===== config.mk =====
export PLATFORM = sky130hd
export DESIGN_NAME = sdlp_core
export DESIGN_NICKNAME = d
export VERILOG_FILES = /design/src/design/sdlp_pkg.sv /design/src/design/sdlp_core.sv
export SDC_FILE = /design/constraint.sdc
export NUM_CORES = 1
export LEC_CHECK = 0
export BUFFER_PORTS_ARGS = -buffer_cell sky130_fd_sc_hd__buf_2
export CORE_MARGIN = 4
export CORE_UTILIZATION = 40
export CTS_CLUSTER_DIAMETER = 30
export DETAILED_ROUTE_END_ITERATION = 6
export PLACE_DENSITY = 0.75
export SYNTH_ARGS = -nofsm -noshare
export SYNTH_HDL_FRONTEND = slang
export SYNTH_SLANG_ARGS = --single-unit

===== constraint.sdc =====
create_clock -name aclk -period 3 [get_ports aclk]
set_clock_uncertainty 0.05 [all_clocks]
set_input_delay 0.15 -clock aclk [delete_from_list [all_inputs] [get_ports aclk]]
set_output_delay 0.15 -clock aclk [all_outputs]
set_load 0.005 [all_outputs]

===== src/design/sdlp_pkg.sv =====
package sdlp_pkg;

  // ----------------------------------------------------------------
  // Register map (byte addresses)
  // ----------------------------------------------------------------
  localparam logic [31:0] ADDR_REFRESH_TIMER  = 32'hFFFFEA04;
  localparam logic [31:0] ADDR_TIMING_CONFIG  = 32'hFFFFEA08;
  localparam logic [31:0] ADDR_LOW_POWER_CTRL = 32'hFFFFEA10;
  localparam logic [31:0] ADDR_IRQ_ENABLE     = 32'hFFFFEA14;
  localparam logic [31:0] ADDR_IRQ_DISABLE    = 32'hFFFFEA18;
  localparam logic [31:0] ADDR_IRQ_MASK       = 32'hFFFFEA1C;
  localparam logic [31:0] ADDR_IRQ_STATUS     = 32'hFFFFEA20;
  localparam logic [31:0] ADDR_MEM_TYPE_SEL   = 32'hFFFFEA24;

  // ----------------------------------------------------------------
  // Field positions and reset values
  // ----------------------------------------------------------------
  localparam int LPC_CFG_LSB     = 0;
  localparam int LPC_ARRAY_LSB   = 4;
  localparam int LPC_TEMP_LSB    = 8;
  localparam int LPC_DRIVE_LSB   = 10;
  localparam int LPC_TIMEOUT_LSB = 12;
  localparam int TCFG_EXIT_LSB   = 28;
  localparam int TMR_COUNT_W     = 12;
  localparam int IRQ_RFERR_BIT   = 0;
  localparam logic [3:0]  EXIT_DELAY_RST = 4'h8;
  localparam logic [1:0]  LP_OFF  = 2'h0;
  localparam logic [1:0]  LP_SELF = 2'h1;
  localparam logic [1:0]  LP_PDN  = 2'h2;
  localparam logic [1:0]  LP_DEEP = 2'h3;
  localparam logic [1:0]  TO_NONE = 2'h0;
  localparam logic [1:0]  TO_64   = 2'h1;
  localparam logic [1:0]  TO_128  = 2'h2;
  localparam logic [1:0]  DEV_SDRAM = 2'h0;
  localparam logic [1:0]  DEV_LP    = 2'h1;

  // ----------------------------------------------------------------
  // Timing counts and memory commands
  // ----------------------------------------------------------------
  localparam logic [7:0] IDLE_CYC_64  = 8'h40;
  localparam logic [7:0] IDLE_CYC_128 = 8'h80;
  localparam logic [2:0] CMD_SELF_REFRESH = 3'h1;
  localparam logic [2:0] CMD_POWER_DOWN   = 3'h2;
  localparam logic [2:0] CMD_DEEP_PDN     = 3'h3;
  localparam logic [2:0] CMD_WAKE         = 3'h4;
  localparam logic [2:0] CMD_EXT_MODE     = 3'h5;
  localparam logic [1:0] RESP_OKAY   = 2'h0;
  localparam logic [1:0] RESP_DECERR = 2'h3;

  typedef enum logic [2:0] {
    ST_AWAKE, ST_BUSY, ST_IDLE_WAIT, ST_ASLEEP, ST_WAKING
  } sdlp_state_t;

endpackage : sdlp_pkg


===== src/design/sdlp_core.sv =====
// The AXI4-Lite interface to the registers is this design's own decision.
`timescale 1ns/100ps
module sdlp_core (
  input  wire logic                 aclk,
  input  wire logic                 aresetn,
  // AXI4-Lite slave
  input  wire logic [31:0]          s_axi_awaddr,
  input  wire logic                 s_axi_awvalid,
  output logic                      s_axi_awready,
  input  wire logic [31:0]          s_axi_wdata,
  input  wire logic [3:0]           s_axi_wstrb,
  input  wire logic                 s_axi_wvalid,
  output logic                      s_axi_wready,
  output logic [1:0]                s_axi_bresp,
  output logic                      s_axi_bvalid,
  input  wire logic                 s_axi_bready,
  input  wire logic [31:0]          s_axi_araddr,
  input  wire logic                 s_axi_arvalid,
  output logic                      s_axi_arready,
  output logic [31:0]               s_axi_rdata,
  output logic [1:0]                s_axi_rresp,
  output logic                      s_axi_rvalid,
  input  wire logic                 s_axi_rready,
  // Command sequencer side
  input  wire logic                 access_req,
  output logic                      access_grant,
  input  wire logic                 init_req,
  input  wire logic                 refresh_error,
  output logic                      refresh_start,
  output logic [1:0]                memory_device_type,
  // Memory side
  input  wire logic                 link_clk,
  output logic                      memory_clock_out,
  output logic                      memory_clock_enable_pin,
  output logic [2:0]                mem_cmd,
  output logic                      mem_cmd_valid,
  output logic [7:0]                mem_ext_mode,
  output logic                      irq
);
  import sdlp_pkg::*;

  // ----------------------------------------------------------------
  // Registers and state
  // ----------------------------------------------------------------
  logic [31:0] awaddr_reg, wdata_reg;
  logic [3:0]  wstrb_reg;
  logic        aw_held_reg, w_held_reg, bvalid_reg, rvalid_reg;
  logic [1:0]  bresp_reg, rresp_reg;
  logic [31:0] rdata_reg;
  logic [13:0] lpc_reg;
  logic [3:0]  exit_delay_reg;
  logic [TMR_COUNT_W-1:0] tmr_count_reg, tmr_cnt_reg;
  logic        tmr_written_reg, refresh_start_reg;
  logic        rferr_mask_reg, rferr_status_reg;
  logic [1:0]  dev_type_reg;
  sdlp_state_t state_reg, state_next;
  logic [7:0]  idle_cnt_reg;
  logic [3:0]  exit_cnt_reg;
  logic [1:0]  sleep_kind_reg;
  logic        cke_reg, clk_run_reg, clk_out_reg;
  logic [2:0]  cmd_reg;
  logic        cmd_valid_reg;
  logic [7:0]  ext_mode_reg;
  logic        lclk_meta_reg, lclk_sync_reg;

  // Fold byte strobes into a base word; the decode passes zero, not the stored value
  function automatic logic [31:0] strb_merge(input logic [31:0] old_v,
                                             input logic [31:0] new_v,
                                             input logic [3:0]  strb);
    logic [31:0] merged;
    merged = old_v;
    for (int i = 0; i < 4; i++) begin
      if (strb[i]) begin
        merged[8*i +: 8] = new_v[8*i +: 8];
      end
    end
    return merged;
  endfunction : strb_merge

  // ----------------------------------------------------------------
  // Bus decode
  // ----------------------------------------------------------------
  // Write fires once both halves are held; response follows next edge
  wire        wr_fire    = aw_held_reg && w_held_reg && !bvalid_reg;
  wire        rd_fire    = s_axi_arvalid && !rvalid_reg;
  wire        wr_lpc     = wr_fire && (awaddr_reg == ADDR_LOW_POWER_CTRL);
  wire        wr_tcfg    = wr_fire && (awaddr_reg == ADDR_TIMING_CONFIG);
  wire        wr_tmr     = wr_fire && (awaddr_reg == ADDR_REFRESH_TIMER);
  wire        wr_ier     = wr_fire && (awaddr_reg == ADDR_IRQ_ENABLE);
  wire        wr_idr     = wr_fire && (awaddr_reg == ADDR_IRQ_DISABLE);
  wire        wr_mdr     = wr_fire && (awaddr_reg == ADDR_MEM_TYPE_SEL);
  wire        wr_hit     = wr_lpc | wr_tcfg | wr_tmr | wr_ier | wr_idr | wr_mdr
                           | (wr_fire && (awaddr_reg == ADDR_IRQ_MASK))
                           | (wr_fire && (awaddr_reg == ADDR_IRQ_STATUS));
  wire [31:0] wmerged    = strb_merge(32'h0, wdata_reg, wstrb_reg);
  wire        rferr_wr_one = wstrb_reg[0] && wdata_reg[IRQ_RFERR_BIT];
  // Timer count needs both low byte lanes, or a partial write could reload junk
  wire        wr_tmr_ok  = wr_tmr && wstrb_reg[0] && wstrb_reg[1];
  wire        rd_status  = rd_fire && (s_axi_araddr == ADDR_IRQ_STATUS);

  // Read mux; write-only registers read as zero
  logic [31:0] rd_word;
  logic        rd_hit;
  always_comb begin
    rd_word = 32'h0;
    rd_hit  = 1'b1;
    case (s_axi_araddr)
      ADDR_REFRESH_TIMER:  rd_word = {20'h0, tmr_count_reg};
      ADDR_TIMING_CONFIG:  rd_word = {exit_delay_reg, 28'h0};
      ADDR_LOW_POWER_CTRL: rd_word = {18'h0, lpc_reg};
      ADDR_IRQ_ENABLE:     rd_word = 32'h0;
      ADDR_IRQ_DISABLE:    rd_word = 32'h0;
      ADDR_IRQ_MASK:       rd_word = {31'h0, rferr_mask_reg};
      ADDR_IRQ_STATUS:     rd_word = {31'h0, rferr_status_reg};
      ADDR_MEM_TYPE_SEL:   rd_word = {30'h0, dev_type_reg};
      default:             rd_hit  = 1'b0;
    endcase
  end

  assign s_axi_awready = !aw_held_reg && !bvalid_reg;
  assign s_axi_wready  = !w_held_reg && !bvalid_reg;
  assign s_axi_arready = !rvalid_reg;
  assign s_axi_bvalid  = bvalid_reg;
  assign s_axi_bresp   = bresp_reg;
  assign s_axi_rvalid  = rvalid_reg;
  assign s_axi_rdata   = rdata_reg;
  assign s_axi_rresp   = rresp_reg;

  // ----------------------------------------------------------------
  // AXI4-Lite write and read channels
  // ----------------------------------------------------------------
  always_ff @(posedge aclk) begin
    if (!aresetn) begin
      aw_held_reg <= 1'b0;
      w_held_reg  <= 1'b0;
      bvalid_reg  <= 1'b0;
      bresp_reg   <= RESP_OKAY;
      awaddr_reg  <= 32'h0;
      wdata_reg   <= 32'h0;
      wstrb_reg   <= 4'h0;
    end else begin
      if (s_axi_awvalid && s_axi_awready) begin
        aw_held_reg <= 1'b1;
        awaddr_reg  <= {s_axi_awaddr[31:2], 2'b00};
      end
      if (s_axi_wvalid && s_axi_wready) begin
        w_held_reg <= 1'b1;
        wdata_reg  <= s_axi_wdata;
        wstrb_reg  <= s_axi_wstrb;
      end
      if (wr_fire) begin
        aw_held_reg <= 1'b0;
        w_held_reg  <= 1'b0;
        bvalid_reg  <= 1'b1;
        bresp_reg   <= wr_hit ? RESP_OKAY : RESP_DECERR;
      end else if (bvalid_reg && s_axi_bready) begin
        bvalid_reg <= 1'b0;
      end
    end
  end

  // Read data is captured at the address handshake
  always_ff @(posedge aclk) begin
    if (!aresetn) begin
      rvalid_reg <= 1'b0;
      rdata_reg  <= 32'h0;
      rresp_reg  <= RESP_OKAY;
    end else if (rd_fire) begin
      rvalid_reg <= 1'b1;
      rdata_reg  <= rd_word;
      rresp_reg  <= rd_hit ? RESP_OKAY : RESP_DECERR;
    end else if (rvalid_reg && s_axi_rready) begin
      rvalid_reg <= 1'b0;
    end
  end

  // ----------------------------------------------------------------
  // Configuration registers
  // ----------------------------------------------------------------
  always_ff @(posedge aclk) begin
    if (!aresetn) begin
      lpc_reg         <= 14'h0;
      exit_delay_reg  <= EXIT_DELAY_RST;
      tmr_count_reg   <= '0;
      tmr_written_reg <= 1'b0;
      dev_type_reg    <= DEV_SDRAM;
    end else begin
      if (wr_lpc) lpc_reg <= wmerged[13:0] & 14'h3F73;
      if (wr_tcfg && wstrb_reg[3]) exit_delay_reg <= wdata_reg[TCFG_EXIT_LSB +: 4];
      if (wr_tmr_ok) begin
        tmr_count_reg   <= wdata_reg[TMR_COUNT_W-1:0];
        tmr_written_reg <= 1'b1;
      end
      if (wr_mdr && wstrb_reg[0]) dev_type_reg <= wdata_reg[1:0];
    end
  end

  wire [1:0] lp_cfg     = lpc_reg[LPC_CFG_LSB +: 2];
  wire [1:0] lp_timeout = lpc_reg[LPC_TIMEOUT_LSB +: 2];
  assign memory_device_type = dev_type_reg;

  // ----------------------------------------------------------------
  // Refresh-error interrupt
  // ----------------------------------------------------------------
  // Flag set beats the clear-on-read so a coinciding error is kept
  always_ff @(posedge aclk) begin
    if (!aresetn) begin
      rferr_mask_reg   <= 1'b0;
      rferr_status_reg <= 1'b0;
    end else begin
      if (wr_ier && rferr_wr_one) rferr_mask_reg <= 1'b1;
      else if (wr_idr && rferr_wr_one) rferr_mask_reg <= 1'b0;
      if (refresh_error) rferr_status_reg <= 1'b1;
      else if (rd_status) rferr_status_reg <= 1'b0;
    end
  end

  assign irq = rferr_status_reg && rferr_mask_reg;

  // ----------------------------------------------------------------
  // Refresh timer
  // ----------------------------------------------------------------
  // Silent until software programs the count
  always_ff @(posedge aclk) begin
    if (!aresetn) begin
      tmr_cnt_reg       <= '0;
      refresh_start_reg <= 1'b0;
    end else begin
      refresh_start_reg <= 1'b0;
      if (!tmr_written_reg || wr_tmr_ok) begin
        tmr_cnt_reg <= wr_tmr_ok ? wdata_reg[TMR_COUNT_W-1:0] : '0;
      end else if (tmr_cnt_reg == '0) begin
        tmr_cnt_reg       <= tmr_count_reg;
        refresh_start_reg <= 1'b1;
      end else begin
        tmr_cnt_reg <= tmr_cnt_reg - 1'b1;
      end
    end
  end
  assign refresh_start = refresh_start_reg;

  // ----------------------------------------------------------------
  // Low-power sequencing
  // ----------------------------------------------------------------
  // Reserved timeout 11 never enters low power, as the safe reading
  wire [7:0] idle_limit = (lp_timeout == TO_64)  ? IDLE_CYC_64 :
                          (lp_timeout == TO_128) ? IDLE_CYC_128 : 8'h0;
  wire deep_ok     = (lp_cfg != LP_DEEP) || (dev_type_reg == DEV_LP);
  wire lp_allowed  = (lp_cfg != LP_OFF) && (lp_timeout != 2'h3) && deep_ok;
  wire idle_done   = (idle_cnt_reg >= idle_limit);
  wire wake_done   = (exit_cnt_reg >= exit_delay_reg);

  always_comb begin
    state_next = state_reg;
    case (state_reg)
      ST_AWAKE:     if (access_req) state_next = ST_BUSY;
                    else if (lp_allowed) state_next = ST_IDLE_WAIT;
      ST_BUSY:      if (!access_req) state_next = lp_allowed ? ST_IDLE_WAIT : ST_AWAKE;
      ST_IDLE_WAIT: if (access_req) state_next = ST_BUSY;
                    else if (!lp_allowed) state_next = ST_AWAKE;
                    else if (idle_done) state_next = ST_ASLEEP;
      ST_ASLEEP:    if (access_req) state_next = ST_WAKING;
      ST_WAKING:    if (wake_done) state_next = ST_BUSY;
      default:      state_next = ST_AWAKE;
    endcase
  end

  // Grant only once the memory is awake and the exit delay has run
  assign access_grant = (state_reg == ST_BUSY);

  always_ff @(posedge aclk) begin
    if (!aresetn) begin
      state_reg <= ST_AWAKE;
    end else begin
      state_reg <= state_next;
    end
  end

  // Idle and exit-delay counters
  always_ff @(posedge aclk) begin
    if (!aresetn) begin
      idle_cnt_reg <= 8'h0;
      exit_cnt_reg <= 4'h0;
    end else begin
      idle_cnt_reg <= (state_reg == ST_IDLE_WAIT && !idle_done) ? idle_cnt_reg + 8'h1
                    : (state_reg == ST_IDLE_WAIT) ? idle_cnt_reg : 8'h0;
      exit_cnt_reg <= (state_reg == ST_WAKING && !wake_done) ? exit_cnt_reg + 4'h1
                    : 4'h0;
    end
  end

  // Command issue, clock-enable and clock gating
  always_ff @(posedge aclk) begin
    if (!aresetn) begin
      cke_reg        <= 1'b1;
      clk_run_reg    <= 1'b1;
      cmd_reg        <= 3'h0;
      cmd_valid_reg  <= 1'b0;
      sleep_kind_reg <= LP_OFF;
      ext_mode_reg   <= 8'h0;
    end else begin
      cmd_valid_reg <= 1'b0;
      if (state_reg == ST_IDLE_WAIT && state_next == ST_ASLEEP) begin
        sleep_kind_reg <= lp_cfg;
        cmd_valid_reg  <= 1'b1;
        cke_reg        <= 1'b0;
        case (lp_cfg)
          LP_SELF: begin
            cmd_reg     <= CMD_SELF_REFRESH;
            clk_run_reg <= 1'b0;
          end
          LP_PDN:  cmd_reg <= CMD_POWER_DOWN;
          default: cmd_reg <= CMD_DEEP_PDN;
        endcase
      end else if (state_reg == ST_ASLEEP && access_req) begin
        cke_reg       <= 1'b1;
        clk_run_reg   <= 1'b1;
        cmd_reg       <= CMD_WAKE;
        cmd_valid_reg <= 1'b1;
      end else if (init_req && dev_type_reg == DEV_LP) begin
        cmd_reg       <= CMD_EXT_MODE;
        cmd_valid_reg <= 1'b1;
        ext_mode_reg  <= {lpc_reg[LPC_DRIVE_LSB +: 2],
                          lpc_reg[LPC_TEMP_LSB +: 2],
                          1'b0, lpc_reg[LPC_ARRAY_LSB +: 3]};
      end
    end
  end

  // ----------------------------------------------------------------
  // Memory clock regeneration
  // ----------------------------------------------------------------
  // Reference is resampled; the output is stopped low in self-refresh
  always_ff @(posedge aclk) begin
    if (!aresetn) begin
      lclk_meta_reg <= 1'b0;
      lclk_sync_reg <= 1'b0;
      clk_out_reg   <= 1'b0;
    end else begin
      lclk_meta_reg <= link_clk;
      lclk_sync_reg <= lclk_meta_reg;
      clk_out_reg   <= lclk_sync_reg && clk_run_reg;
    end
  end

  assign memory_clock_out        = clk_out_reg;
  assign memory_clock_enable_pin = cke_reg;
  assign mem_cmd                 = cmd_reg;
  assign mem_cmd_valid           = cmd_valid_reg;
  assign mem_ext_mode            = ext_mode_reg;

  // ----------------------------------------------------------------
  // Assertions
  // ----------------------------------------------------------------
  no_lp_cmd_a: assert property (@(posedge aclk) disable iff (!aresetn)
    (lp_cfg == LP_OFF) |=> !(mem_cmd_valid && (mem_cmd == CMD_SELF_REFRESH
      || mem_cmd == CMD_POWER_DOWN || mem_cmd == CMD_DEEP_PDN)))
    else $error("low-power command issued while disabled");

  exit_wait_a: assert property (@(posedge aclk) disable iff (!aresetn)
    (state_reg == ST_ASLEEP && access_req) |=> !access_grant [*1] ##0
      (exit_cnt_reg == 4'h0))
    else $error("grant before exit delay");

  self_ref_a: assert property (@(posedge aclk) disable iff (!aresetn)
    (state_reg == ST_ASLEEP && sleep_kind_reg == LP_SELF) |-> !cke_reg && !clk_run_reg)
    else $error("self-refresh with clock or enable running");

  pdn_cmd_a: assert property (@(posedge aclk) disable iff (!aresetn)
    (state_reg == ST_IDLE_WAIT && state_next == ST_ASLEEP && lp_cfg == LP_PDN)
      |=> mem_cmd_valid && mem_cmd == CMD_POWER_DOWN && !memory_clock_enable_pin)
    else $error("power-down entry wrong");

  deep_gate_a: assert property (@(posedge aclk) disable iff (!aresetn)
    (mem_cmd_valid && mem_cmd == CMD_DEEP_PDN) |-> $past(dev_type_reg) == DEV_LP)
    else $error("deep power-down on standard part");

  idle_time_a: assert property (@(posedge aclk) disable iff (!aresetn)
    (state_reg == ST_IDLE_WAIT && lp_timeout == TO_64 && idle_cnt_reg < IDLE_CYC_64)
      |-> state_next != ST_ASLEEP)
    else $error("early low-power entry");

  irq_follow_a: assert property (@(posedge aclk) disable iff (!aresetn)
    (refresh_error && rferr_mask_reg && !(wr_idr && rferr_wr_one)) |=> irq)
    else $error("interrupt missing after error");

  rd_clear_a: assert property (@(posedge aclk) disable iff (!aresetn)
    (rd_status && !refresh_error) |=> !rferr_status_reg ##1
      rdata_reg[0] == $past(rferr_status_reg, 2))
    else $error("status read did not clear");

  enable_a: assert property (@(posedge aclk) disable iff (!aresetn)
    (wr_ier && rferr_wr_one) |=> rferr_mask_reg)
    else $error("enable write ignored");

  disable_a: assert property (@(posedge aclk) disable iff (!aresetn)
    (wr_idr && rferr_wr_one && !wr_ier) |=> !rferr_mask_reg)
    else $error("disable write ignored");

  no_refresh_a: assert property (@(posedge aclk) disable iff (!aresetn)
    !tmr_written_reg |=> !refresh_start_reg)
    else $error("refresh before timer programmed");

endmodule : sdlp_core


Word level (Yosys, flattened, before mapping) --
Cells that the tools add are included.
Word-level totals: register bits 182, input port bits 111, output and inout bits 60, word-level logic and storage cells 176
Cells by class: add/sub/neg operators 3, $lt $le $gt $ge 2, eq/ne operators 30, multiplexer cells 43, bitwise operators 10, reductions and logical operators 58
Operators by type and width (count):
- $eq 32x32->1 const B | 8
- $eq 30x30->1 const B | 8
- $pmux 32 s6 | 1
- $mux 12 | 3
- $logic_and 1x1->1 | 34
- $mux 3 | 11
- $mux 8 | 4
- $mux 1 | 17
- $pmux 3 s5 | 1
- $logic_not 12->1 | 1
- $reduce_bool 2->1 | 6
- $sub 12x1->12 const B | 1
- $eq 3x2->1 const B | 3
- $add 8x1->8 const B | 1
- $ge 8x8->1 | 1
- $reduce_or 8->1 | 1
- $logic_not 1->1 | 7
- $mux 7 | 1
- $or 1x1->1 | 7
- $eq 2x1->1 const B | 3
- $mux 2 | 3
- $mux 6 | 1
- $add 4x1->4 const B | 1
- $eq 2x2->1 const B | 2
- other kinds (13) | 20

Depth between registers and ports, before layout --
Gate-level depths: netlist of the first run.
depth after elaboration 12, depth in mapped cells 8, gate-level depth less buffers 7

Least setup slack after synthesis of the first run --
OpenSTA, ideal clock, no wires.
path kind reg2reg, start register lpc_reg[12], end register ext_mode_reg[7] (netlist: mem_ext_mode[7]), setup time 0.128 ns, arrival time 1.827 ns, data required time 2.822 ns, path slack 0.995 ns, stages on the path, launching flop included 8, path buffers 0, clock period less this slack 2.005 ns, path through dfxtp_1 nand2b_1 ha_1 and4b_1 a211oi_2 o211ai_2 mux2i_1 nor2_1
Between the ends: longest elaborated chain between the ends 12, elaborated cells between the ends (all ways) 20, those cells by class order compare (1); eq/ne (4); mux (10); bitwise (1); reduce/logical (4)
Ends and longest elaborated chain:
- start: declaration | RTL line sdlp_core.sv:50 | logic [13:0] lpc_reg;
- start signal: assignment | RTL line sdlp_core.sv:188 | if (wr_lpc) lpc_reg <= wmerged[13:0] & 14'h3F73;
- $eq 2x2->1 | RTL line sdlp_core.sv:247 | (lp_timeout == TO_128) ? IDLE_CYC_128 : 8'h0;
- $mux 8 | RTL line sdlp_core.sv:247
- $mux 8 | RTL line sdlp_core.sv:246 | wire [7:0] idle_limit = (lp_timeout == TO_64) ? IDLE_CYC_64 :
- $ge 8x8->1 | RTL line sdlp_core.sv:250 | wire idle_done = (idle_cnt_reg >= idle_limit);
- $mux 3 | RTL line sdlp_core.sv:261 | else if (idle_done) state_next = ST_ASLEEP;
- $mux 3 | RTL line sdlp_core.sv:260 | else if (!lp_allowed) state_next = ST_AWAKE;
- $mux 3 | RTL line sdlp_core.sv:259 | ST_IDLE_WAIT: if (access_req) state_next = ST_BUSY;
- $pmux 3 s5 * | RTL line sdlp_core.sv:255 | case (state_reg)
- $eq 3x2->1 * | RTL line sdlp_core.sv:303 | if (state_reg == ST_IDLE_WAIT && state_next == ST_ASLEEP) begin
- $logic_and 1x1->1 * | RTL line sdlp_core.sv:303
- $not 1->1 (no line) *
- $reduce_and 3->1 (no line) *
- end signal: assignment | RTL line sdlp_core.sv:323 | ext_mode_reg <= {lpc_reg[LPC_DRIVE_LSB +: 2],
- end: declaration | RTL line sdlp_core.sv:63 | logic [7:0] ext_mode_reg;
Every way passes the cells marked *; elsewhere a longest branch is shown, timed or not. A chain may end at the register's enable or synchronous reset.

Worst setup path after layout of the first run --
start register awaddr_reg[12], end register lpc_reg[1]
Between the ends: longest elaborated chain between the ends 2
Ends and longest elaborated chain:
- start: declaration | RTL line sdlp_core.sv:45 | logic [31:0] awaddr_reg, wdata_reg;
- start signal: assignment | RTL line sdlp_core.sv:144 | awaddr_reg <= {s_axi_awaddr[31:2], 2'b00};
- $eq 30x30->1 | RTL line sdlp_core.sv:86 | wire wr_lpc = wr_fire && (awaddr_reg == ADDR_LOW_POWER_CTRL);
- $logic_and 1x1->1 | RTL line sdlp_core.sv:86
No other way between the ends.

==> results by group, run 1 <==
Layout
  – Final Util: 54.0%
  – Most common cell after layout, fill and taps aside: nand2_1
  – Post-Layout Cell Count: 1196
  – Max reg flops: 30
  – Post-layout net count: 1089
  – Most frequent cells in the layout: nand2_1 (169), dfxtp_1 (151), buf_2 (138)
  – FILL cells: 1442
  – Diodes inserted: 0
  – Layout cells sized above 1: 19.9%
  – Layout area overhead: 30.7%

Pwr
  – Switching share of power: 21.6%
  – Int Power: 3.88 mW
  – Worst vdd rail ir drop: 0.000455 V
  – Clk pwr share: 50.1%
  – Switching power total: 1.07 mW
  – Leak: 3.58 nW
  – Comb pwr share: 7.3%
  – Pwr per Cell Area: 571 nW/µm²
  – Seq pwr share: 42.6%

Synth
  – Distinct cells, synth: 66
  – Syn Area/Cell: 8.39 µm²
  – Mapped Area: 6630 µm²
  – Number of synthesized register bits: 151
  – Yosys warnings: 0
  – Post-synth top area share: 45.6%
  – Most used DFF post-synth: dfxtp_1
  – Syn Inst Count: 790
  – Largest cells by area after synthesis: dfxtp_1 (46%), nand2_1 (9.6%), a21oi_1 (7.3%), mux2i_1 (3.3%), nor2_1 (2.7%)
  – Leading area contributor after synthesis: dfxtp_1
  – Post-synthesis sequential area ratio: 45.6%
  – Post-synth EDFFs: 0
  – Post-synth ARST share: 0%

Drt
  – Routed len/inst: 15.2 µm
  – Total wire length: 18.2 mm
  – Post-route antenna net violation count: 0
  – Initial DRT Pass Iterations: 4
  – Vias per cell: 5.18
  – Starting DRT DRC Count: 410
  – Remaining DRCs: 0
  – Via Count: 6198

Critical path
  – CP bufs+invs: 0
  – Worst setup EP type: register
  – Worst Path Required: 3.32 ns
  – Crit-path slowest cell: and4_1
  – CP max FO: 18
  – Origin of the critical flop-to-flop path: awaddr_reg[12]$_SDFFE_PN0P_
  – Critical path class: reg -> reg
  – FF-to-FF setup slack: 0.68 ns
  – Worst EP arrival: 2.64 ns
  – Startpoint types: register
  – Max stage delay on crit path: 0.70 ns
  – CP Cell Sequence: nand4b_1 -> nor4_4 -> and4_1 -> mux2_1 -> nor2_1
  – Crit-path leading delay family: simple AND/OR/NAND/NOR gates
  – Worst R2R End: lpc_reg[1]$_SDFFE_PN0P_
  – R2R cell count: 5
  – WP depth: 5

Place
  – Placed insts: 1108
  – GP Congestion: 0.848
  – DP HPWL: 12.3 mm
  – Port Buf Inserts: 138
  – Pre-CTS WS: 0.700 ns

Timing
  – Final hold vios: 0
  – Period Utilization, post-route: 77.3%
  – FMAX: 431 MHz
  – Fin crit period: 2.32 ns
  – RSZ-0062 raised after global routing: false
  – Final hold slack: 0.0110 ns
  – Final worst slack: 0.681 ns
  – Max Slew Vio Count: 0
  – Relative slew slack: 37.3%
  – Final setup violating endpoints: 0
  – Fin Setup TNS: 0 ns
  – Worst-margin pin slew: 0.938 ns

Global route
  – GR Util met2: 34.4%
  – Vias in the first global route: 5969
  – First-pass GRT wire length: 28.6 mm
  – Met1 usage: 23.1%
  – Gr usage total: 19.6%
  – Initial antenna violation count: 0
  – Grt total ovfl: 0
  – Largest net degree at the start of global routing: 113
  – GRT busiest layer: met2
  – Global Route met3 Usage: 5.29%

Clock tree
  – H-tree depth: 4
  – Clock tree sinks: 151
  – Clk Latency, worst-skew pair: 0.43 ns
  – TritonCTS clock tree: done
  – Root Driver: clkbuf_16
  – Reg clk slew, reported paths: 0.06 ns
  – Cts repair resizes: 0
  – Num CTS Buffers: 17
  – Buffer depth of the longest clock path: 2

Hold path
  – Hold Path Origin: s_axi_araddr[6]
  – Cell depth of the worst hold path: 4
  – Hold path endpoint: s_axi_rdata[1]$_SDFFE_PN0P_
  – Worst hold path class: in -> reg

Run
  – Maxcap violations: 0

Die
  – Die height: 137 µm
  – DIE WIDTH: 137 µm
  – Io pins: 171
  – Die footprint: 18700 µm²
  – Initial Util: 41.3%
  – Std-Cell Rows: 46
  – Core box area: 16100 µm²

Status
  – Outcome: finished clean
==> synth_stat cells (3+ instances only) <==
master	instances
buf_1	4
a32oi_1	10
or3_1	4
nand4bb_1	4
nor3_1	8
buf_2	5
mux2i_1	22
a211oi_1	3
a21oi_1	97
nor4_1	5
o211ai_1	9
and2_1	9
nor4_2	3
o21ai_0	10
ha_1	11
inv_1	21
dfxtp_1	151
nand2b_1	17
nor2_1	47
o21ai_1	3
xor2_1	7
a31oi_1	4
nand2_1	169
xnor2_1	7
clkbuf_1	29
nor3b_1	4
o22ai_1	3
and3_1	4
nand3_1	27
nand4_1	20
nor2b_1	7
nor4_4	3
buf_4	18
==> kinds of logic after synthesis <==
group / count (synthesis) / synth area share [%]
compound gates: 158 / 14.1
mux: 25 / 3.83
buf+inv: 80 / 5.87
other cells: 1 / 0.0566
xor+xnor: 14 / 1.85
fa+ha+maj: 11 / 2.08
flops: 151 / 45.6
simple gates: 350 / 26.6
==> how the worst max path moves through the flow <==
stage,from,to
6_report,awaddr_reg[12]$_SDFFE_PN0P_,lpc_reg[1]$_SDFFE_PN0P_
2_1_floorplan,lpc_reg[12]$_SDFFE_PN0P_,mem_ext_mode[7]$_SDFFE_PN0P_
4_1_cts,awaddr_reg[12]$_SDFFE_PN0P_,lpc_reg[1]$_SDFFE_PN0P_
5_1_grt,awaddr_reg[12]$_SDFFE_PN0P_,lpc_reg[1]$_SDFFE_PN0P_
3_3_place_gp,awaddr_reg[12]$_SDFFE_PN0P_,lpc_reg[1]$_SDFFE_PN0P_
3_5_place_dp,awaddr_reg[12]$_SDFFE_PN0P_,lpc_reg[1]$_SDFFE_PN0P_
==> what timing repair did <==
item | 4_1_cts | 5_1_grt
setup endpoints to repair | 0 | 0
hold endpoints to repair | 55 | 0
hold buffers | 56 | 0
setup buffers | 0 | 0
==> worst reg2reg max path, cell delays in order (launching register included) <==
cell	delay (ns)
dfxtp_1	0.31
nand4b_1	0.24
nor4_4	0.50
and4_1	0.70
mux2_1	0.38
nor2_1	0.08
==> metal layers <==
metal | up-vias | wire length (µm)
met5 | - | 0
met4 | 0 | 350
met3 | 30 | 1040
met2 | 186 | 9150
met1 | 2917 | 7650
li1 | 3065 | -
==> power by group through the flow <==
stage          logic [mW]  clock network [mW]  registers (mW)
6_report            0.360                2.48            2.11
5_1_grt             0.402                2.60            2.11
4_1_cts             0.354                2.52            2.11
3_5_place_dp        0.296                   0            2.15
3_3_place_gp        0.290                   0            2.15
2_1_floorplan       0.197                   0            2.14
==> final cells by class <==
cell class / instances / area, µm² / area share [%]
Multi-Input combinational cell: 573 / 3270 / 37.7
Sequential cell: 151 / 3020 / 34.9
Inverter: 22 / 83.8 / 0.967
Clock inverter: 11 / 215 / 2.48
Clock buffer: 21 / 480 / 5.54
Tap cell: 216 / 270 / 3.12
Timing Repair Buffer: 202 / 1320 / 15.3
==> per-stage QoR <==
stage               cell area [µm²]  power (mW)
floorplan                      6680        2.34
finish                         8670        4.95
CTS                            8670        4.98
global placement               7410        2.44
detailed placement             7410        2.45
global route                   8670        5.11
No activity file was read; power rests on OpenSTA's default activity.
==> run 2: changes to the inputs <==
--- a/config.mk
+++ b/config.mk
@@ -5,12 +5,13 @@
 export SDC_FILE = /design/constraint.sdc
 export NUM_CORES = 1
 export LEC_CHECK = 0
+export ABC_AREA = 1
 export BUFFER_PORTS_ARGS = -buffer_cell sky130_fd_sc_hd__buf_2
 export CORE_MARGIN = 4
 export CORE_UTILIZATION = 40
 export CTS_CLUSTER_DIAMETER = 30
 export DETAILED_ROUTE_END_ITERATION = 6
-export PLACE_DENSITY = 0.75
+export PLACE_DENSITY = 0.77
 export SYNTH_ARGS = -nofsm -noshare
 export SYNTH_HDL_FRONTEND = slang
 export SYNTH_SLANG_ARGS = --single-unit
==> constraint.sdc (replaced) <==
create_clock -name aclk -period 2.1 [get_ports aclk]
set_clock_uncertainty 0.05 [all_clocks]
set_input_delay 0.105 -clock aclk [delete_from_list [all_inputs] [get_ports aclk]]
set_output_delay 0.105 -clock aclk [all_outputs]
set_load 0.005 [all_outputs]
==> results by group, run 2 <==
Synth
  – Mapped Area: 7040 µm² (+6.1%)
  – Post-synth top area share: 43.0% (-2.6 points)
  – Count leader, synth: nand2_1
  – Most used DFF post-synth: dfxtp_1
  – Post-synthesis sequential area ratio: 43.0% (-2.6 points)
  – Distinct cells, synth: 40 (-39%)
  – Post-synth ARST share: 0% (unchanged)
  – Commonest cells post-synth: nand2_1 (177), nor2_1 (155), dfxtp_1 (151)
  – Number of synthesized register bits: 151 (unchanged)
  – Leading area contributor after synthesis: dfxtp_1
  – Post-synth EDFFs: 0 (unchanged)
  – Syn Area/Cell: 7.17 µm² (-15%)
  – Largest cells by area after synthesis: dfxtp_1 (43%), nand2_1 (9.4%), nor2_1 (8.3%), a21oi_1 (6.7%), o21ai_0 (5.3%)
  – Yosys warnings: 0 (unchanged)
  – Syn Inst Count: 981 (+24%)

Pwr
  – Leak: 4.00 nW (+12%)
  – Total power: 7.26 mW (+47%)
  – Pwr per Cell Area: 793 nW/µm² (+39%)
  – Worst vdd rail ir drop: 0.000622 V (+37%)

Clock tree
  – Buffer depth of the longest clock path: 2 (unchanged)
  – Clock tree sinks: 151 (unchanged)
  – Clk Latency, worst-skew pair: 0.43 ns (about the same)
  – Reg clk slew, reported paths: 0.06 ns (about the same)
  – TritonCTS clock tree: done
  – Num CTS Buffers: 17 (unchanged)
  – Root Driver: clkbuf_16
  – H-tree depth: 4 (unchanged)

Drt
  – Routed len/inst: 13.8 µm (-9.4%)
  – Total wire length: 19.4 mm (+6.6%)
  – Vias per cell: 4.90 (-5.4%)
  – Via Count: 6899 (+11%)
  – Initial DRT Pass Iterations: 7 (+3)
  – Starting DRT DRC Count: 517 (+26%)
  – Post-route antenna net violation count: 0 (unchanged)
  – Remaining DRCs: 0 (unchanged)

Die
  – Die footprint: 19800 µm² (+5.8%)
  – Io pins: 171 (unchanged)
  – Std-Cell Rows: 48 (+4.3%)
  – Initial Util: 40.7% (-0.61 points)
  – Core box area: 17300 µm² (+7.7%)
  – DIE WIDTH: 141 µm (+2.8%)
  – Die height: 141 µm (+2.8%)

Critical path
  – FF-to-FF setup slack: 0.20 ns (-0.48 ns)
  – Critical path class: reg -> reg
  – Crit-path leading delay family: simple AND/OR/NAND/NOR gates
  – Origin of the critical flop-to-flop path: exit_delay_reg[1]$_SDFFE_PN0P_
  – Worst R2R End: mem_cmd[0]$_SDFFE_PN0P_
  – Max stage delay on crit path: 0.34 ns (-0.36 ns)
  – CP bufs+invs: 3 (+3)
  – Worst setup EP type: register
  – Worst Path Required: 2.43 ns (-0.89 ns)
  – Worst EP arrival: 2.23 ns (-0.41 ns)
  – CP max FO: 13 (-5)
  – CP Cell Sequence: inv_1 -> ha_1 -> inv_1 -> nor2_1 -> o21ai_1 -> nand3_1 -> a21oi_2 -> nand2_4 -> nand2_8 -> nand3_4 -> nand3_2 -> nand2_1 -> inv_1
  – Critical path's most frequent cell: inv_1
  – Crit-path slowest cell: dfxtp_2
  – Startpoint types: register
  – R2R cell count: 13 (+8)

Hold path
  – Hold path endpoint: rferr_status_reg$_SDFFE_PN0P_
  – Hold Path Origin: s_axi_araddr[5]
  – Cell depth of the worst hold path: 6 (+2)
  – Worst hold path class: in -> reg

Timing
  – Fin Setup TNS: 0 ns (unchanged)
  – Final worst slack: 0.203 ns (-0.479 ns)
  – Final setup violating endpoints: 0 (unchanged)
  – RSZ-0062 raised after global routing: true
  – FMAX: 527 MHz (+22%)
  – Fin crit period: 1.90 ns (-0.421 ns)
  – Period Utilization, post-route: 90.3% (+13 points)
  – Worst-margin pin slew: 0.685 ns (-0.252 ns)
  – Relative slew slack: 54.3% (+17 points)
  – Final hold slack: 0.124 ns (+0.113 ns)
  – Final hold vios: 0 (unchanged)
  – Max Slew Vio Count: 0 (unchanged)

Layout
  – Diodes inserted: 0 (unchanged)
  – Final Util: 53.0% (-1.0 points)
  – Most common cell after layout, fill and taps aside: nand2_1
  – Layout cells sized above 1: 20.5% (+0.56 points)
  – Most frequent cells in the layout: nand2_1 (177), nor2_1 (154), dfxtp_1 (148)
  – Max reg flops: 30 (unchanged)
  – Layout area overhead: 30.2%
  – Post-layout net count: 1292 (+19%)
  – FILL cells: 1604 (+11%)

Status
  – Outcome: finished clean

Global route
  – Grt total ovfl: 0 (unchanged)
  – First-pass GRT wire length: 31.9 mm (+11%)
  – Largest net degree at the start of global routing: 77 (-32%)
  – Initial antenna violation count: 0 (unchanged)
  – Gr usage total: 19.8% (+0.16 points)
  – Vias in the first global route: 6546 (+9.7%)

Place
  – Port Buf Inserts: 138 (unchanged)
  – GP Congestion: 0.865 (+2.0%)
  – DP HPWL: 13.3 mm (+8.6%)
  – Pre-CTS WS: 0.121 ns (-0.578 ns)

Run
  – Maxcap violations: 0 (unchanged)
run 2: cell types whose count changed after synthesis, moves of 8 or more:
| cell | previous run | this run |
|---|---|---|
| nand3_1 | 27 | 61 |
| o21ai_0 | 10 | 75 |
| nor3_1 | 8 | 16 |
| inv_1 | 21 | 84 |
| mux2i_1 | 22 | 0 |
| nand2_2 | 0 | 10 |
| nand3_2 | 0 | 13 |
| nand2_1 | 169 | 177 |
| and2_1 | 9 | 0 |
| nand2b_1 | 17 | 0 |
| a32oi_1 | 10 | 0 |
| nor2_1 | 47 | 155 |
run 2: per-stage QoR:
stage / cell area (µm²) / instances
2_1_floorplan: 7090 / 995
3_3_place_gp: 7870 / 1320
3_5_place_dp: 7870 / 1320
4_1_cts: 9130 / 1408
5_1_grt: 9160 / 1408
6_report: 9160 / 1408
run 2: cells by family after synthesis:
| logic type | count (synthesis) | synth area share (%) |
|---|---|---|
| other | 1 | 0.0533 |
| AOI/OAI and AO/OA | 191 | 14.3 |
| and+or+nand+nor | 471 | 30.1 |
| adders and majority gates | 11 | 1.96 |
| DFF | 151 | 43.0 |
| buffers and inverters | 148 | 9.66 |
| xor gates and xnor gates | 8 | 0.996 |
run 2: cell type report:
class	count	area (µm²)	share of cell area, %
inverter	94	353	3.85
tap	225	282	3.07
sequential	151	3030	33.0
clock inverter	13	248	2.70
multi-input combinational	696	3410	37.3
timing repair buffer	210	1380	15.1
clock buffer	19	453	4.94
run 2: what timing repair did:
action | in CTS | in global routing
hold buffers | 56 | 0
hold endpoints to repair | 56 | 0
gates resized for setup | 0 | 10
buffers inserted | 0 | 0
endpoints found under the setup margin | 0 | 14
run 2: worst min-delay path, cell delays in order:
cell     delay, ns
buf_2         0.10
nand3_1       0.09
nor3_1        0.08
nand3_1       0.07
a21oi_1       0.06
nor2_1        0.07
run 2: layer usage:
| metal | vias up | track usage, % | share of wire (%) | wire length [µm] |
|---|---|---|---|---|
| met5 | - | 0 | 0 | 0 |
| met4 | 0 | 6.48 | 1.3 | 255 |
| met3 | 26 | 5.33 | 7.6 | 1470 |
| met2 | 236 | 32.5 | 46 | 8930 |
| met1 | 3084 | 25.3 | 45 | 8740 |
| li1 | 3553 | - | - | - |
run 2: worst max path at each step:
stage	start	to	slack (ns)	cells after the start
after detailed placement	lpc_reg[13]$_SDFFE_PN0P_	idle_cnt_reg[4]$_SDFFE_PN0P_	0.12	10
after global routing	exit_delay_reg[1]$_SDFFE_PN0P_	mem_cmd[0]$_SDFFE_PN0P_	-0.02	13
after floorplan	lpc_reg[12]$_SDFFE_PN0P_	mem_ext_mode[7]$_SDFFE_PN0P_	0.38	13
after CTS	lpc_reg[13]$_SDFFE_PN0P_	idle_cnt_reg[4]$_SDFFE_PN0P_	0.05	10
after global placement	lpc_reg[13]$_SDFFE_PN0P_	mem_cmd[0]$_SDFFE_PN0P_	0.16	13
final	exit_delay_reg[1]$_SDFFE_PN0P_	mem_cmd[0]$_SDFFE_PN0P_	0.20	13
run 2: power by group:
part / internal [mW] / leakage [nW] / switching [mW] / total [mW]
clock: 2.41 / 0.347 / 1.19 / 3.60
combinational: 0.255 / 2.42 / 0.340 / 0.595
sequential: 2.98 / 1.23 / 0.0919 / 3.07
total: 5.64 / 4.00 / 1.62 / 7.26
